$ cat src/logic/tmr_consts.svh
/*
 offsets, field positions and reset values of the dual timer block.
 assumes inclusion by the timer design file and by the testbench.
*/
`ifndef TMR_CONSTS_SVH
`define TMR_CONSTS_SVH

// register byte offsets
`define TMR_MODE_OFS 8'h00
`define TMR_CTRL_OFS 8'h04
`define TMR_CNT0_OFS 8'h08
`define TMR_CNT1_OFS 8'h0c
`define TMR_STS_OFS 8'h10
`define TMR_MSK_OFS 8'h14
`define TMR_BAD_OFS 8'hff

// mode register nibble layout
`define TMR_QUAL_BIT 3
`define TMR_SRC_BIT 2
`define TMR_NIB1_LSB 4

// control register layout
`define TMR_OVF1_BIT 7
`define TMR_RUN1_BIT 6
`define TMR_OVF0_BIT 5
`define TMR_RUN0_BIT 4

// reset values and bus codes
`define TMR_MODE_RST 8'h00
`define TMR_SIZE_WORD 3'h2

`endif

$ cat src/logic/tmr_pkg.sv
/*
 types of the dual timer block: modes, bus states, state records.
 assumes tmr_consts.svh for numbers.
*/
package tmr_pkg;

   typedef enum logic [1:0] {
      MODE_13 = 2'b00,
      MODE_16 = 2'b01,
      MODE_RELOAD = 2'b10,
      MODE_SPLIT = 2'b11
   } tmode_t;

   typedef enum logic {
      BUS_IDLE = 1'b0,
      BUS_DATA = 1'b1
   } bus_st_t;

   typedef struct packed {
      logic pin_prev;
      logic tick;
   } qual_state_t;

   typedef struct packed {
      bus_st_t st;
      logic [7:0] addr;
      logic wr;
      logic [7:0] mode;
      logic run0;
      logic run1;
      logic tf0;
      logic tf1;
      logic [7:0] tl0;
      logic [7:0] th0;
      logic [7:0] tl1;
      logic [7:0] th1;
      logic [1:0] sts;
      logic [1:0] msk;
      logic irq;
      logic [31:0] rdata;
      logic ready;
      logic resp;
   } tmr_state_t;

endpackage

$ cat src/logic/count_qualify.sv
/*
 count qualifier of one timer: turns run, gate and source into a tick.
 assumes pins already synchronous to mclk.
*/
module count_qualify
   import tmr_pkg::*;
(
   input wire logic mclk,
   input wire logic reset_n,
   input wire logic run,
   input wire logic qualify,
   input wire logic source,
   input wire logic gate_pin,
   input wire logic count_pin,
   output logic tick
);

   qual_state_t q;
   qual_state_t d;

   always_comb
   begin
      d = q;
      d.pin_prev = count_pin;
      d.tick = run & (~qualify | gate_pin) & (~source | (q.pin_prev & ~count_pin));
   end

   always_ff @(posedge mclk or negedge reset_n)
   begin
      if (!reset_n)
         q <= '0;
      else
         q <= d;
   end

   assign tick = q.tick;
endmodule

$ cat src/logic/dual_timer.sv
/*
 dual 16-bit timer/counter with mode register, ahb-lite register slave.
 assumes single word transfers, pins synchronous to mclk, one irq line.
*/
// How it works
// - with qualify set, a running timer counts only while its irq pin is high
// - source bit clear counts system clocks, set counts falls of the count pin
// - mode bits: 13-bit, 16-bit, 8-bit auto-reload, or split mode
// - split: timer 0 low byte own controls, high byte under timer 1 run
// - timer 1 in split mode holds its value
// - timer 0 fields in low nibble, timer 1 in high nibble
// - mode register is written and read as a whole byte only
// - run bits of timer 1 and 0 sit at control bits 6 and 4
// - overflow sets the flag; vectoring to the handler clears it
`include "tmr_consts.svh"

module dual_timer
   import tmr_pkg::*;
(
   input wire logic mclk,
   input wire logic reset_n,
   input wire logic hsel,
   input wire logic [31:0] haddr,
   input wire logic [1:0] htrans,
   input wire logic hwrite,
   input wire logic [2:0] hsize,
   input wire logic [31:0] hwdata,
   input wire logic hready,
   output logic [31:0] hrdata,
   output logic hreadyout,
   output logic hresp,
   input wire logic count_pin_zero,
   input wire logic count_pin_one,
   input wire logic external_irq_pin_zero,
   input wire logic external_irq_pin_one,
   input wire logic vector_ack_zero,
   input wire logic vector_ack_one,
   output logic irq
);

   tmr_state_t q;
   tmr_state_t d;
   logic [2:0] tick;
   logic [2:0] run_v;
   logic [2:0] qual_v;
   logic [2:0] src_v;
   logic [2:0] gate_v;
   logic [2:0] cpin_v;
   tmode_t m0;
   tmode_t m1;
   logic take;
   logic wr_now;
   logic wr_cnt0;
   logic wr_cnt1;
   logic ovf0;
   logic ovf1;
   logic [16:0] step0;
   logic [16:0] step1;
   logic [1:0] sts_clr;

   function automatic tmode_t mode_of(input logic [3:0] nib);
      return tmode_t'(nib[1:0]);
   endfunction

   // one count step: {overflow, high byte, low byte}
   function automatic logic [16:0] step(input tmode_t m, input logic [7:0] hi,
                                        input logic [7:0] lo);
      logic [16:0] r;
      r = {1'b0, hi, lo};
      case (m)
         MODE_13:
         begin
            if (lo[4:0] == 5'h1f)
               r = {&hi, hi + 8'h01, lo[7:5], 5'h00};
            else
               r = {1'b0, hi, lo[7:5], lo[4:0] + 5'h01};
         end
         MODE_16:
            r = {1'b0, hi, lo} + 17'h00001;
         MODE_RELOAD:
            r = (&lo) ? {1'b1, hi, hi} : {1'b0, hi, lo + 8'h01};
         MODE_SPLIT:
            r = {&lo, hi, lo + 8'h01};
         default:
            r = {1'b0, hi, lo};
      endcase
      return r;
   endfunction

   assign m0 = mode_of(q.mode[3:0]);
   assign m1 = mode_of(q.mode[7:4]);

   assign run_v = {q.run1, q.run1, q.run0};
   assign qual_v = {q.mode[`TMR_NIB1_LSB + `TMR_QUAL_BIT], q.mode[`TMR_NIB1_LSB + `TMR_QUAL_BIT],
                    q.mode[`TMR_QUAL_BIT]};
   // split high byte is a timer only
   assign src_v = {1'b0, q.mode[`TMR_NIB1_LSB + `TMR_SRC_BIT], q.mode[`TMR_SRC_BIT]};
   assign gate_v = {external_irq_pin_one, external_irq_pin_one, external_irq_pin_zero};
   assign cpin_v = {1'b0, count_pin_one, count_pin_zero};

   // tick 0 timer 0, tick 1 timer 1, tick 2 split high byte
   generate
      for (genvar i = 0; i < 3; i++)
      begin : g_qual
         count_qualify u_qual (
            .mclk(mclk),
            .reset_n(reset_n),
            .run(run_v[i]),
            .qualify(qual_v[i]),
            .source(src_v[i]),
            .gate_pin(gate_v[i]),
            .count_pin(cpin_v[i]),
            .tick(tick[i])
         );
      end
   endgenerate

   assign take = hsel && htrans[1] && hready;
   assign wr_now = (q.st == BUS_DATA) && q.wr;
   assign wr_cnt0 = wr_now && (q.addr == `TMR_CNT0_OFS);
   assign wr_cnt1 = wr_now && (q.addr == `TMR_CNT1_OFS);
   assign step0 = step(m0, q.th0, q.tl0);
   assign step1 = step(m1, q.th1, q.tl1);

   always_comb
   begin
      d = q;
      d.resp = 1'b0;
      ovf0 = 1'b0;
      ovf1 = 1'b0;
      sts_clr = 2'b00;
      // timer 0 counting
      if (tick[0])
      begin
         {d.th0, d.tl0} = step0[15:0];
         ovf0 = step0[16];
      end
      // high byte runs under timer 1 run
      if (tick[2] && (m0 == MODE_SPLIT))
      begin
         d.th0 = q.th0 + 8'h01;
         ovf1 = &q.th0;
      end
      if (tick[1] && (m1 != MODE_SPLIT))
      begin
         {d.th1, d.tl1} = step1[15:0];
         if (m0 != MODE_SPLIT)
            ovf1 = step1[16];
      end
      // bus slave, one wait state per transfer
      case (q.st)
         BUS_IDLE:
         begin
            if (take)
            begin
               d.st = BUS_DATA;
               d.wr = hwrite;
               d.ready = 1'b0;
               if ((haddr[31:8] == 24'h000000) && (hsize == `TMR_SIZE_WORD))
                  d.addr = haddr[7:0];
               else
                  d.addr = `TMR_BAD_OFS;
            end
         end
         BUS_DATA:
         begin
            d.st = BUS_IDLE;
            d.ready = 1'b1;
            if (q.wr)
            begin
               case (q.addr)
                  `TMR_MODE_OFS:
                     d.mode = hwdata[7:0];
                  `TMR_CTRL_OFS:
                  begin
                     d.run1 = hwdata[`TMR_RUN1_BIT];
                     d.run0 = hwdata[`TMR_RUN0_BIT];
                  end
                  `TMR_CNT0_OFS:
                     {d.th0, d.tl0} = hwdata[15:0];
                  `TMR_CNT1_OFS:
                     {d.th1, d.tl1} = hwdata[15:0];
                  `TMR_STS_OFS:
                     sts_clr = hwdata[1:0];
                  `TMR_MSK_OFS:
                     d.msk = hwdata[1:0];
                  default:
                     d.msk = q.msk;
               endcase
            end
            else
            begin
               case (q.addr)
                  `TMR_MODE_OFS:
                     d.rdata = {24'h000000, q.mode};
                  `TMR_CTRL_OFS:
                     d.rdata = {24'h000000, q.tf1, q.run1, q.tf0, q.run0, 4'h0};
                  `TMR_CNT0_OFS:
                     d.rdata = {16'h0000, q.th0, q.tl0};
                  `TMR_CNT1_OFS:
                     d.rdata = {16'h0000, q.th1, q.tl1};
                  `TMR_STS_OFS:
                     d.rdata = {30'h00000000, q.sts};
                  `TMR_MSK_OFS:
                     d.rdata = {30'h00000000, q.msk};
                  default:
                     d.rdata = 32'h00000000;
               endcase
            end
         end
         default:
         begin
            d.st = BUS_IDLE;
            d.ready = 1'b1;
         end
      endcase
      // flag set wins over vector clear
      d.tf0 = (q.tf0 & ~vector_ack_zero) | ovf0;
      d.tf1 = (q.tf1 & ~vector_ack_one) | ovf1;
      d.sts = (q.sts & ~sts_clr) | {ovf1, ovf0};
      d.irq = |(d.sts & d.msk);
   end

   always_ff @(posedge mclk or negedge reset_n)
   begin
      if (!reset_n)
      begin
         q <= '0;
         q.mode <= `TMR_MODE_RST;
         q.ready <= 1'b1;
      end
      else
         q <= d;
   end

   assign hrdata = q.rdata;
   assign hreadyout = q.ready;
   assign hresp = q.resp;
   assign irq = q.irq;
endmodule

$ cat config.mk
export PLATFORM = sky130hd
export DESIGN_NAME = dual_timer
export DESIGN_NICKNAME = d
export VERILOG_FILES = /design/src/logic/tmr_pkg.sv /design/src/logic/count_qualify.sv /design/src/logic/dual_timer.sv
export VERILOG_INCLUDE_DIRS = /design/src /design/src/logic
export SDC_FILE = /design/constraint.sdc
export NUM_CORES = 1
export LEC_CHECK = 0
export BUFFER_PORTS_ARGS = -buffer_cell sky130_fd_sc_hd__clkbuf_2
export CAP_MARGIN = 20
export CORE_MARGIN = 5
export CORE_UTILIZATION = 40
export CTS_CLUSTER_SIZE = 16
export DETAILED_ROUTE_END_ITERATION = 8
export PLACE_DENSITY = 0.59
export SLEW_MARGIN = 5
export SYNTH_ARGS = -nofsm -noshare
export SYNTH_HDL_FRONTEND = slang
export SYNTH_SLANG_ARGS = --single-unit
$ cat constraint.sdc
create_clock -name mclk -period 4.1 [get_ports mclk]
set_clock_uncertainty 0.05 [all_clocks]
set_input_delay 0.615 -clock mclk [delete_from_list [all_inputs] [get_ports mclk]]
set_output_delay 0.615 -clock mclk [all_outputs]
set_load 0.005 [all_outputs]
==> flow_summary.toml <==
[status]
outcome = "completed"

[synthesis]
synth_async_sr_flop_share_pct = 100
synth.avg_cell_area_um2 = 9.05
postSynthCellCount = 560
synth_edf_count = 0
synth_flop_cell = "dfrtp_1"
ys.warnings.count = 0
yosys.cell_types.count = 65
yosysTopAreaCell = "dfrtp_1"
synth_area_um2 = 5070
synth.area.top_cells = "dfrtp_1 (40%), buf_4 (5.0%), nand2_1 (4.3%), o21ai_0 (4.0%), a21oi_1 (2.9%)"
ys_seq_elements = 81
seq_area_frac_synth_pct = 40.0
yosysTopAreaCellShare_pct = 39.5

[critical_path]
regToRegSetupSlack_ns = 1.62
cp_num_buf_inv = 0
path_max_fanout = 8
worst_r2r_endpoint = "q[48]$_DFF_PN0_"
crit_path_start_kind = "flop"
crit_type = "reg -> reg"
worstPathCellList = "ha_1, nand4_1, nor4_2, nor3b_1, a211oi_1, o21ai_0"
endpoint_kind = "flop"
critPathSlowestCell = "nor4_2"
required_ns = 4.28
worstReg2RegStart = "q[47]$_DFF_PN0_"
reg2reg_depth = 6
worstPathArrival_ns = 2.66
slowest_delay_ns = 0.74
path_delay_family = "simple AND/OR/NAND/NOR gates"

[placed_design]
dp_hpwl_um = 10700
gp_congestion = 0.941
portBuffers = 80
place_inst = 764

[timing]
worst_pin_slew_ns = 0.810
rsz0062_at_grt = "no"
finalSetupViolations = 0
drv_slew = 0
clock.fmax_mhz = 403
slew_headroom_pct = 45.6
finalCriticalPeriod_ns = 2.48
hold_violations = 0
finalCritPeriodShare_pct = 60.5
finalSetupTns_ns = 0

[clocking]
htree_levels = 3
cts.sinks = 81
cts-root-buf = "clkbuf_16"
worst_skew_pair.late_latency_ns = 0.35
cts_buffers = 9
cts_hold_buf = 0
cts_tree = "done"
postCtsSetupRepairBufs = 0
cts_resized = 0
ctsLongestPathBuffers = 2
path_clk_slew_ns = 0.06

[route]
routed_wl_um = 14600
wl_per_cell_um = 18.7
ant_nets = 0
drc = 0
vias = 4572
drt_iter0_drc = 520
firstDrtPassIters = 5
via_per_inst = 5.85

[grt]
grt_max_degree = 82
grt_pass1_vias = 4344
gr-total-overflow = 0
grt_usage_pct = 19.9
grt_pass1_wl_um = 23300
antenna_found_initial = 0

[pwr]
ir_drop_uv = 207
powerDensity_nw_per_um2 = 473
p_leak_uw = 0.00236

[layout]
layoutNonFillerInstCount = 781
nets = 689
syn2layout_area_growth_pct = 12.8
num_antenna_cells = 0
final_cell_mix = "dfrtp_1 (80), clkbuf_2 (79), nand2_1 (58)"
final_common_cell = "dfrtp_1"
drive_gt1_share_pct = 21.8

[die]
die_y_um = 123
core-area_um2 = 12500
num_rows = 41
io-pin-count = 115
die-area_um2 = 15000
die_w_um = 123
floorplan.initialDensity_pct = 40.5

[job]
maxCapViolations = 0

[min_path]
hp-class = "in -> async"
[cell type report]
class	instances	area (µm²)
Multi-Input combinational cell	415	2650
Tap cell	172	215
Timing Repair Buffer	85	460
Clock inverter	3	46.3
Fill cell	1227	6800
Inverter	12	45.0
Clock buffer	13	270
Sequential cell	81	2030
[Yosys cell counts, types with 6 or more instances]
cell type / count
mux2_2: 12
xnor2_1: 7
o22a_1: 9
nand4_1: 14
a22oi_1: 16
buf_2: 6
and3_1: 7
a21oi_1: 29
o21ai_0: 40
nor4_1: 9
buf_4: 34
nand2_1: 58
nor2_1: 27
a221oi_1: 7
dfrtp_1: 80
clkbuf_1: 24
nand3_1: 21
nand2b_1: 6
a31oi_1: 6
a22o_1: 6
xor2_1: 9
and4_1: 6
inv_1: 12
nor3_1: 21
[routing by layer]
layer | vias up | GRT usage [%] | wire [µm]
li1 | 2137 | - | -
met1 | 2230 | 26.8 | 6320
met2 | 181 | 32.8 | 7100
met3 | 24 | 2.90 | 897
met4 | 0 | 6.93 | 262
met5 | - | 0 | 0
[worst max path at each step]
stage	start	to	slack (ns)	cells past startpoint
floorplan	q[88]$_DFFE_PN0P_	m0[0]$_DFFE_PN0P_	2.15	5
global placement	m0[1]$_DFFE_PN0P_	q[57]$_DFF_PN0_	1.67	5
detailed placement	q[88]$_DFFE_PN0P_	hrdata[7]$_DFFE_PN0P_	1.72	5
CTS	q[88]$_DFFE_PN0P_	hrdata[7]$_DFFE_PN0P_	1.71	5
global route	q[63]$_DFF_PN0_	q[59]$_DFF_PN0_	1.36	6
finish	q[47]$_DFF_PN0_	q[48]$_DFF_PN0_	1.62	6
[state kept, by name (all words and copies together) (netlist names)]
| register | cells |
|---|---|
| g_qual.u_qual.q | 2 |
| g_qual.u_qual.tick | 3 |
| hrdata | 16 |
| hreadyout | 1 |
| irq | 1 |
| m0 | 2 |
| m1 | 2 |
| q | 54 |
[worst reg2reg max path, cell delays in order, from the launching register on]
cell and delay (ns):
dfrtp_1 0.48, ha_1 0.27, nand4_1 0.28, nor4_2 0.74
nor3b_1 0.14, a211oi_1 0.25, o21ai_0 0.14
[power by group]
part           internal (µW)  total, µW  switching, µW
combinational            281        610            329
clock                    524        864            340
sequential               935       1230            297
total                   1740       2710            966
[metrics by stage]
stage	worst slack, ns	power (µW)	hold WS (ns)	cell area (µm²)	utilization (%)
2_1_floorplan	2.15	1610	0.269	5130	-
3_3_place_gp	1.67	1810	0.411	5370	42.9
3_5_place_dp	1.72	1830	0.416	5370	42.9
4_1_cts	1.71	2700	0.328	5690	45.5
5_1_grt	1.36	2850	0.0663	5720	45.7
6_report	1.62	2710	0.0576	5720	45.7
[cells by family (layout without fill, tap and decap cells)]
group	count (synthesis)	after routing	share of synthesized area, %
xor+xnor	16	16	2.77
simple gates	200	200	22.0
buf+inv	80	113	8.81
other cells	1	17	0.0740
fa+ha+maj	5	5	1.23
flops	81	81	40.0
compound gates	162	162	21.9
mux	15	15	3.26
Power figures use the tool's default switching activity.
